**src/include/lpsc_pkg.sv**
```systemverilog
// constants and types for the link power-state controller
package lpsc_pkg;
  localparam int unsigned CLK_HZ = 20_000_000;
  localparam int unsigned HPD_PROP_MAX_US = 100;
  localparam int unsigned HPD_DB_MIN_MS = 2;
  localparam int unsigned HPD_DB_MAX_MS = 4;
  localparam int unsigned IDLE_ENTRY_MAX_US = 300;
  localparam int unsigned SIG_GLITCH_ON_US = 25;
  localparam int unsigned SIG_GLITCH_OFF_NS = 50;
  localparam int unsigned EXIT_MAX_US = 200;
  localparam int unsigned EQ_3G_MAX_US = 700;
  localparam int unsigned EQ_HI_MAX_US = 500;

  // the debounce sits between min and max: use 3 ms
  localparam int unsigned HPD_DB_MS = (HPD_DB_MIN_MS + HPD_DB_MAX_MS) / 2;
  localparam int unsigned HPD_DB_CYC = HPD_DB_MS * (CLK_HZ / 1000);
  // glitch filter must outlast the widest glitch, so one cycle more
  localparam int unsigned SIG_ON_CYC = SIG_GLITCH_ON_US * (CLK_HZ / 1_000_000) + 1;
  localparam int unsigned SIG_OFF_NS_CYC = (SIG_GLITCH_OFF_NS * (CLK_HZ / 1_000_000)
                                            + 999) / 1000;
  localparam int unsigned SIG_OFF_CYC = (SIG_OFF_NS_CYC < 1 ? 1 : SIG_OFF_NS_CYC) + 1;
  localparam int unsigned EXIT_MAX_CYC = EXIT_MAX_US * (CLK_HZ / 1_000_000);
  localparam int unsigned IDLE_MAX_CYC = IDLE_ENTRY_MAX_US * (CLK_HZ / 1_000_000);
  localparam int unsigned HPD_PROP_CYC = HPD_PROP_MAX_US * (CLK_HZ / 1_000_000);
  localparam int unsigned EQ_3G_CYC = EQ_3G_MAX_US * (CLK_HZ / 1_000_000);
  localparam int unsigned EQ_HI_CYC = EQ_HI_MAX_US * (CLK_HZ / 1_000_000);

  localparam int CNT_W = 24;
  localparam logic [CNT_W-1:0] CNT_ZERO = 24'h000000;
  localparam logic [CNT_W-1:0] CNT_ONE = 24'h000001;

  typedef enum logic [1:0] {
    LPSC_POWERDOWN,
    LPSC_STANDBY,
    LPSC_EQ_ADAPT,
    LPSC_ACTIVE
  } lpsc_state_t;

  typedef struct packed {
    logic hot_plug;
    logic lane_signal;
    logic eq_done;
  } lpsc_sync_t;
endpackage

```
**src/design/lpsc_filter.sv**
```systemverilog
// glitch filter: output follows input only after it has been stable for a count
module lpsc_filter #(
  parameter int CNT_W = 24
) (
  input wire logic clk_i,
  input wire logic rst_b_i,
  input wire logic ce_i,
  input wire logic in_i,
  input wire logic [CNT_W-1:0] rise_cnt_i,
  input wire logic [CNT_W-1:0] fall_cnt_i,
  output logic out_o
);
  logic out_q, out_d;
  logic [CNT_W-1:0] cnt_q, cnt_d;

  always_comb begin
    out_d = out_q;
    cnt_d = cnt_q;
    if (in_i == out_q) begin
      cnt_d = '0;
    end else if (cnt_q + 1'b1 >= (in_i ? rise_cnt_i : fall_cnt_i)) begin
      out_d = in_i;
      cnt_d = '0;
    end else begin
      cnt_d = cnt_q + 1'b1;
    end
  end

  always_ff @(posedge clk_i) begin
    if (!rst_b_i) begin
      out_q <= 1'b0;
      cnt_q <= '0;
    end else if (ce_i) begin
      out_q <= out_d;
      cnt_q <= cnt_d;
    end
  end

  assign out_o = out_q;
endmodule

```
**src/design/lpsc_top.sv**
```systemverilog
// link power-state controller: powerdown, standby, active sequencing
module lpsc_top #(
  parameter int unsigned HPD_DB_CYC = lpsc_pkg::HPD_DB_CYC,
  parameter int unsigned EQ_3G_CYC = lpsc_pkg::EQ_3G_CYC,
  parameter int unsigned EQ_HI_CYC = lpsc_pkg::EQ_HI_CYC
) (
  input wire logic CLOCK_I,
  input wire logic RST_B_I,
  input wire logic CE_I,
  input wire logic ENABLE_PIN_I,
  input wire logic HOT_PLUG_IN_I,
  input wire logic LANE_SIGNAL_I,
  input wire logic EQ_OUTPUT_HOLD_OPTION_I,
  input wire logic RATE_3G_I,
  input wire logic EQ_DONE_I,
  output logic HOT_PLUG_OUT_O,
  output logic SIGNAL_PRESENT_OUT_O,
  output logic LANES_ENABLED_O,
  output logic EQ_START_O,
  output logic POWERDOWN_O,
  output logic STANDBY_O,
  output logic ACTIVE_O
);
  localparam logic [lpsc_pkg::CNT_W-1:0] DB_C = HPD_DB_CYC[lpsc_pkg::CNT_W-1:0];
  localparam logic [lpsc_pkg::CNT_W-1:0] ON_C = lpsc_pkg::SIG_ON_CYC[lpsc_pkg::CNT_W-1:0];
  localparam logic [lpsc_pkg::CNT_W-1:0] OFF_C = lpsc_pkg::SIG_OFF_CYC[lpsc_pkg::CNT_W-1:0];
  localparam logic [lpsc_pkg::CNT_W-1:0] EQ3_C = EQ_3G_CYC[lpsc_pkg::CNT_W-1:0];
  localparam logic [lpsc_pkg::CNT_W-1:0] EQH_C = EQ_HI_CYC[lpsc_pkg::CNT_W-1:0];

  // ----------------------------------------------------------------
  // reset and input synchronisers
  // ----------------------------------------------------------------
  logic en_m_q, en_q;
  logic rst_b;
  lpsc_pkg::lpsc_sync_t sm_q, sy_q;

  // enable pin is frozen with everything else while the clock enable is low
  always_ff @(posedge CLOCK_I) begin
    if (CE_I) begin
      en_m_q <= ENABLE_PIN_I;
      en_q <= en_m_q;
    end
  end
  assign rst_b = RST_B_I & en_q;

  always_ff @(posedge CLOCK_I) begin
    if (!rst_b) begin
      sm_q <= '0;
      sy_q <= '0;
    end else if (CE_I) begin
      sm_q <= '{HOT_PLUG_IN_I, LANE_SIGNAL_I, EQ_DONE_I};
      sy_q <= sm_q;
    end
  end

  // ----------------------------------------------------------------
  // filters
  // ----------------------------------------------------------------
  logic hpd_db, sig_db;

  // hot-plug filtered both ways with the same debounce
  lpsc_filter #(.CNT_W(lpsc_pkg::CNT_W)) u_hpd (
    .clk_i(CLOCK_I),
    .rst_b_i(rst_b),
    .ce_i(CE_I),
    .in_i(sy_q.hot_plug),
    .rise_cnt_i(DB_C),
    .fall_cnt_i(DB_C),
    .out_o(hpd_db)
  );

  lpsc_filter #(.CNT_W(lpsc_pkg::CNT_W)) u_sig (
    .clk_i(CLOCK_I),
    .rst_b_i(rst_b),
    .ce_i(CE_I),
    .in_i(sy_q.lane_signal),
    .rise_cnt_i(ON_C),
    .fall_cnt_i(OFF_C),
    .out_o(sig_db)
  );

  // ----------------------------------------------------------------
  // state machine
  // ----------------------------------------------------------------
  lpsc_pkg::lpsc_state_t st_q, st_d;
  logic [lpsc_pkg::CNT_W-1:0] eq_cnt_q, eq_cnt_d;
  logic hpo_q, hpo_d;

  always_comb begin
    st_d = st_q;
    eq_cnt_d = lpsc_pkg::CNT_ZERO;
    hpo_d = sy_q.hot_plug;
    unique case (st_q)
      lpsc_pkg::LPSC_POWERDOWN: begin
        if (hpd_db) begin
          st_d = lpsc_pkg::LPSC_STANDBY;
        end
      end
      lpsc_pkg::LPSC_STANDBY: begin
        if (!hpd_db) begin
          st_d = lpsc_pkg::LPSC_POWERDOWN;
        end else if (sig_db) begin
          // hold option waits for equalization before going active
          st_d = EQ_OUTPUT_HOLD_OPTION_I ? lpsc_pkg::LPSC_EQ_ADAPT
                                         : lpsc_pkg::LPSC_ACTIVE;
        end
      end
      lpsc_pkg::LPSC_EQ_ADAPT: begin
        eq_cnt_d = eq_cnt_q + lpsc_pkg::CNT_ONE;
        if (!hpd_db) begin
          st_d = lpsc_pkg::LPSC_POWERDOWN;
        end else if (!sig_db) begin
          st_d = lpsc_pkg::LPSC_STANDBY;
        end else if (sy_q.eq_done || eq_cnt_d >= (RATE_3G_I ? EQ3_C : EQH_C)) begin
          st_d = lpsc_pkg::LPSC_ACTIVE;
        end
      end
      lpsc_pkg::LPSC_ACTIVE: begin
        if (!hpd_db) begin
          st_d = lpsc_pkg::LPSC_POWERDOWN;
        end else if (!sig_db) begin
          st_d = lpsc_pkg::LPSC_STANDBY;
        end
      end
    endcase
  end

  always_ff @(posedge CLOCK_I) begin
    if (!rst_b) begin
      st_q <= lpsc_pkg::LPSC_POWERDOWN;
      eq_cnt_q <= lpsc_pkg::CNT_ZERO;
      hpo_q <= 1'b0;
    end else if (CE_I) begin
      st_q <= st_d;
      eq_cnt_q <= eq_cnt_d;
      hpo_q <= hpo_d;
    end
  end

  // ----------------------------------------------------------------
  // registered outputs
  // ----------------------------------------------------------------
  always_ff @(posedge CLOCK_I) begin
    if (!rst_b) begin
      HOT_PLUG_OUT_O <= 1'b0;
      SIGNAL_PRESENT_OUT_O <= 1'b0;
      LANES_ENABLED_O <= 1'b0;
      EQ_START_O <= 1'b0;
      POWERDOWN_O <= 1'b1;
      STANDBY_O <= 1'b0;
      ACTIVE_O <= 1'b0;
    end else if (CE_I) begin
      HOT_PLUG_OUT_O <= hpo_q;
      SIGNAL_PRESENT_OUT_O <= (st_d == lpsc_pkg::LPSC_ACTIVE);
      LANES_ENABLED_O <= (st_d == lpsc_pkg::LPSC_ACTIVE);
      EQ_START_O <= (st_d == lpsc_pkg::LPSC_EQ_ADAPT);
      POWERDOWN_O <= (st_d == lpsc_pkg::LPSC_POWERDOWN);
      STANDBY_O <= (st_d == lpsc_pkg::LPSC_STANDBY);
      ACTIVE_O <= (st_d == lpsc_pkg::LPSC_ACTIVE);
    end
  end
endmodule

```
**config.mk**
```make
export PLATFORM = sky130hd
export DESIGN_NAME = lpsc_top
export DESIGN_NICKNAME = d
export VERILOG_FILES = /design/src/include/lpsc_pkg.sv /design/src/design/lpsc_filter.sv /design/src/design/lpsc_top.sv
export SDC_FILE = /design/constraint.sdc
export NUM_CORES = 1
export LEC_CHECK = 0
export CORE_ASPECT_RATIO = 1.25
export CORE_MARGIN = 4
export CORE_UTILIZATION = 58
export DETAILED_ROUTE_END_ITERATION = 16
export DONT_BUFFER_PORTS = 1
export GPL_TIMING_DRIVEN = 1
export PLACE_DENSITY = 0.74
export SLEW_MARGIN = 20
export SYNTH_ARGS = -nofsm -noshare
export SYNTH_HDL_FRONTEND = slang
export SYNTH_SLANG_ARGS = --single-unit
```
**constraint.sdc**
```tcl
create_clock -name CLOCK_I -period 3.9 [get_ports CLOCK_I]
set_input_delay 0.78 -clock CLOCK_I [delete_from_list [all_inputs] [get_ports CLOCK_I]]
set_output_delay 0.78 -clock CLOCK_I [all_outputs]
set_load 0.01 [all_outputs]
```
==> After elaboration in Yosys (flattened, before gate mapping) <==
Cells that the tools add are included.
Widths: inputs -> output; s select.
{ "totals": {"register_bits": 90, "romBits": 0, "out_inout_bits": 7, "latch_bits": 0, "mem_count": 0, "ram_bits": 0} }
{ "classes": {"mux": 17, "div_mod_pow": 0, "eq_ne": 8, "addsub": 3, "mul": 0, "bitwise_logic": 3, "shift": 0, "order_cmp": 3, "reduce_logical": 5} }
{ "ops": {"columns": ["operator", "n"], "rows": [
  ["$mux 24", 5],
  ["$add 24x1->24 const B", 3],
  ["$ge 24x14->1", 1],
  ["$ge 24x16->1 const B", 1],
  ["$ge 24x24->1", 1],
  ["$mux 2", 8],
  ["$mux 13", 1],
  ["$mux 9", 1],
  ["$eq 2x2->1 const B", 4],
  ["$pmux 2 s4", 1],
  ["$reduce_and 3->1", 2],
  ["$eq 2x1->1 const B", 2],
  ["$logic_not 2->1", 2],
  ["$eq 1x1->1", 2],
  ["$not 1->1", 2],
  ["$and 1x1->1", 1],
  ["$logic_or 1x1->1", 1],
  ["$mux 1", 1]
]} }

==> Depth between registers and ports, before layout <==
{ "logic_depth": {"depth_word": 8, "depth_mapped": 12} }

==> Modules after synthesis <==
A second synthesis with hierarchy kept.
{ "hier_totals": {"hier_cells": 869, "hier_area_um2": 7070.5} }
{ "modules_own_cells": {"columns": ["mod", "cells_per_inst", "instances", "area_per_inst_um2", "seq_area_each_um2"], "rows": [
  ["lpsc_filter", 286, 2, 2381.0, 500.5],
  ["lpsc_top", 297, 1, 2308.5, 820.8]
]} }

==> Worst setup path before layout <==
No wires, ideal clock.
{ "synth_timing": {"path_kind": "reg-to-reg", "startpoint": "reg u_sig.cnt_q[0]", "endpoint": "reg u_sig.out_q, in the netlist u_sig.out_o", "stages_incl_launch_ff": 12, "required_time_ns": 3.781, "slack_ns": 0.957, "n_path_buf": 0, "t_arrival_ns": 2.824, "cell_sequence": "dfxtp_1 ha_1 nand2_1 and2_1 or2_2 ha_1 nand3_1 a31oi_1 or4_1 nor4_4 a21oi_2 mux2i_1"} }
{ "synth_between": {"elab_chain_cells": 3} }
{ "synth_rtl": {"columns": ["item", "line_no", "rtl"], "rows": [
  ["from (decl)", "lpsc_filter.sv:14", "logic [CNT_W-1:0] cnt_q, cnt_d;"],
  ["from (signal assigned)", "lpsc_filter.sv:35", "cnt_q <= cnt_d;"],
  ["$add 24x1->24", "lpsc_filter.sv:21", "end else if (cnt_q + 1'b1 >= (in_i ? rise_cnt_i : fall_cnt_i)) begin"],
  ["$ge 24x24->1", "lpsc_filter.sv:21", null],
  ["$reduce_and 3->1 (no source line)", null, null],
  ["to (signal assigned)", "lpsc_filter.sv:34", "out_q <= out_d;"],
  ["to (decl)", "lpsc_filter.sv:13", "logic out_q, out_d;"]
]} }
No other way between the ends.
A chain may end at the register's enable or synchronous reset.

==> Worst setup path after layout <==
{ "layout_timing": {"startpoint": "reg u_sig.cnt_q[0]", "endpoint": "reg u_sig.cnt_q[8]"} }
{ "layout_between": {"elab_chain_cells": 4} }
{ "layout_rtl": {"columns": ["item", "line_no", "rtl"], "rows": [
  ["$add 24x1->24 *", "lpsc_filter.sv:21, lpsc_filter.sv:25", null],
  ["$ge 24x24->1", "lpsc_filter.sv:21", null],
  ["$mux 24 *", "lpsc_filter.sv:21", null],
  ["$mux 24 *", "lpsc_filter.sv:19", "if (in_i == out_q) begin"]
]} }
Mark *: on every way between the ends. The rest lies on a longest branch, timed or not.

==> metrics.csv <==
stage,metric,value,unit
outcome,outcome,"finished, final reports clean",
synth,Synth Cell Area,0.005244,sq mm
final_layout,Layout area overhead,5.536,%
power,Power Dens Cells,304.8,mW/mm^2
worst_setup_path,Levels on crit path,11,
clocking,CTS tree,yes,
place,dpl cell area,0.005309,sq mm
floorplanning,num rows,38,
synth,Post-synth EDFFs,2,
synth,post-synthesis sequential area ratio,34.74,%
hold_path,Hold Crit Depth,0,
sta,post-route setup slack,0.5600,ns
place,DP Wirelength,8.135,mm
clocking,clock-pin slew on the worst setup and hold paths,0.09,ns
floorplanning,Initial Util,59.94,%
final_layout,"commonest non-fill, non-tap cell in the layout",nand2_1,
synth,Synth Net Count,670,
global_route,first-pass GRT wire length,20.29,mm
final_layout,"commonest non-fill, non-tap cells in the layout","91 x nand2_1, 88 x dfxtp_1, 60 x nor2_1",
worst_setup_path,most frequent cell on the critical path,ha_1,
clocking,post-CTS sizing,0,
detailed_routing,Detail Route Antenna Nets,0,
global_route,largest net degree at the start of global routing,47,
worst_setup_path,WP data required,4.20,ns
synth,count of cell types in the netlist,69,
worst_setup_path,arrival time worst endpoint,3.64,ns
synth,"Avg Cell Area, Syn",8.143,sq um
synth,Cells after Synth,644,
sta,Final setup viols,0,
floorplanning,CORE AREA,0.008748,sq mm
final_layout,"non-filler cells, final",751,
synth,post-synthesis register bit count,90,
worst_setup_path,Worst setup EP type,flop,
sta,RSZ-0062 raised after global routing,false,
synth,synth top area cells,"dfxtp_1 34%, nand2_1 6.5%, and3_1 4.5%",
detailed_routing,DR vias/cell,6.133,
place,Post-Place Setup Slack,0.6244,ns
worst_setup_path,"Max stage delay cell, worst path",or4_1,
hold_path,Hold Path Class,flop to flop,
worst_setup_path,Critical Path Max Stage Delay,0.56,ns
worst_setup_path,crit-path max FO,8,
detailed_routing,first-pass iteration count of the detailed router,5,
global_route,Tot GR Track Use,23.14,%
worst_setup_path,CP Class,flop to flop,
final_layout,antenna cells,0,
sta,max frequency,0.2994,GHz
floorplanning,I/O pin count,16,
clocking,latest clock arrival within the worst-skew pair,0.37,ns
sta,Worst Max-Slew Pin Slew,0.7170,ns
place,GP Congestion,0.9186,
worst_setup_path,"critical path, cell by cell",ha_1 > nand2_1 > and2_1 > or2_2 > ha_1 > nand3_1 > a31oi_1 > or4_1 > nor4_4 > nand2_2 > o21ai_1,
clocking,CTS Buffer Depth,2,
synth,YS warnings,0,
sta,Final Hold Viols,0,
power,leakage,2.182,nW
clocking,H-tree depth,3,
detailed_routing,drt initial violations,284,
worst_setup_path,Worst Setup SP,u_sig.cnt_q[0],
clocking,"Hold-fix buffers, CTS",0,
detailed_routing,DR vias,4606,
global_route,initial antenna violation count,0,
clocking,CTS Sinks,90,
place,number of port buffers,0,
clocking,Post-CTS Setup Inserts,0,
global_route,grt ovf,0,
synth,Yosys top cell area share,33.60,%
clocking,total CTS buffers,9,
sta,post-route clock skew,0.008241,ns
synth,"area leader, netlist",dfxtp_1,
sta,Relative slew margins,52.09,%
synth,async set-or-reset flop fraction in the synthesized netlist,0,%
synth,Main synth FF type,dfxtp_1,
floorplanning,height of the die,114.3,um
worst_setup_path,Crit Reg-Reg Startpoint,u_sig.cnt_q[0],
detailed_routing,drt total wl,11.72,mm
power,Max IR drop VDD,0.2748,mV
floorplanning,Die ar.,0.01064,sq mm
hold_path,Worst Min Path Start,en_m_q,
final_layout,final instance area,0.005534,sq mm
worst_setup_path,Buf/Inv on CP,0,
worst_setup_path,crit start category,flop,
place,placed cell count,736,
sta,Final Critical Period,3.340,ns
run,Max-cap violations,0,
final_layout,share of cells above drive strength 1,7.290,%
worst_setup_path,R2R depth,11,
floorplanning,Die W,93.05,um
power,Final Power,1.687,mW
sta,Slew Limit Fails,0,
worst_setup_path,Top Family by Delay on Critical Path,simple AND/OR/NAND/NOR gates,
final_layout,Final #Nets,653,
global_route,vias in the first global route,4442,
sta,total negative setup slack,0,ns
detailed_routing,wire per inst,15.60,um
clocking,root buffer cell,clkbuf_8,
detailed_routing,drt drc,0,
sta,Final Cycle Share,85.64,%
==> routing by layer <==
metal | vias to the layer above | share of wire [%] | track usage, %
li1 | 2333 | - | -
met1 | 2156 | 47 | 29.42
met2 | 101 | 47 | 39.45
met3 | 16 | 4.2 | 4.208
met4 | 0 | 1.5 | 7.820
met5 | - | 0 | 0
==> sequential cells by signal (all words and copies together), names as in the netlist, 2 cells and up <==
name,cells
eq_cnt_q,24
sm_q,3
st_q,2
sy_q,2
u_hpd.cnt_q,24
u_sig.cnt_q,24
==> per-stage QoR <==
step                      hold slack, ns  utilization, %
after global placement            0.4042           60.68
after detailed placement          0.4227           60.68
after CTS                         0.4444           63.26
after global routing              0.4480           63.26
final                             0.4407           63.26
after floorplan                   0.4003               -
==> worst reg2reg max path: stages (launching register included) <==
cell	delay [ns]
dfxtp_1	0.48
ha_1	0.32
nand2_1	0.18
and2_1	0.21
or2_2	0.29
ha_1	0.28
nand3_1	0.09
a31oi_1	0.04
or4_1	0.56
nor4_4	0.49
nand2_2	0.16
o21ai_1	0.16
==> synth_stat cells (4+ instances only) <==
cell type,number
dfxtp_1,88
nand4_1,23
and3_1,38
a31oi_1,4
o211ai_1,7
buf_2,6
or2_2,4
xnor2_1,18
o31ai_1,7
o2111ai_1,9
nor2_1,61
nand3_1,23
a21oi_1,15
inv_1,9
nand2_1,91
nand2b_1,5
o21ai_0,30
and2_1,9
xor2_1,14
o21ai_1,8
nor2b_1,9
nor4_1,15
mux2i_1,16
a22o_1,9
and4_1,5
o31a_1,4
ha_1,17
nor3_1,9
clkbuf_1,26
==> layout make-up <==
cell class / instances / area (sq um)
clock inverter: 5 / 87.58
inverter: 9 / 33.78
clock buffer: 10 / 137.6
sequential: 90 / 1822
fill: 790 / 3214
timing repair buffer: 9 / 67.56
tap: 120 / 150.1
multi-input combinational: 508 / 3236
==> final timing paths <==
path	slack, ns	end
worst max-delay path	0.56	u_sig.cnt_q[8]
worst min-delay path	0.44	en_q
worst max register to register	0.56	u_sig.cnt_q[8]
worst min register to register	0.44	en_q
==> report_power, final <==
part	internal, mW	switching (mW)
registers	0.925	0.00213
clock network	0.380	0.345
logic	0.0105	0.0236
==> logic make-up (layout without fill, tap and decap cells) <==
logic type / Yosys count / in the layout / synth area share, %
buffers and inverters: 46 / 33 / 3.603
flip-flops: 90 / 90 / 34.74
XOR/XNOR: 32 / 32 / 5.345
multiplexers: 17 / 17 / 3.269
AND/OR/NAND/NOR: 317 / 317 / 32.55
AO/OA/AOI/OAI: 125 / 125 / 16.44
adder cells (fa/ha/maj): 17 / 17 / 4.056
(Power assumes the default switching activity.)
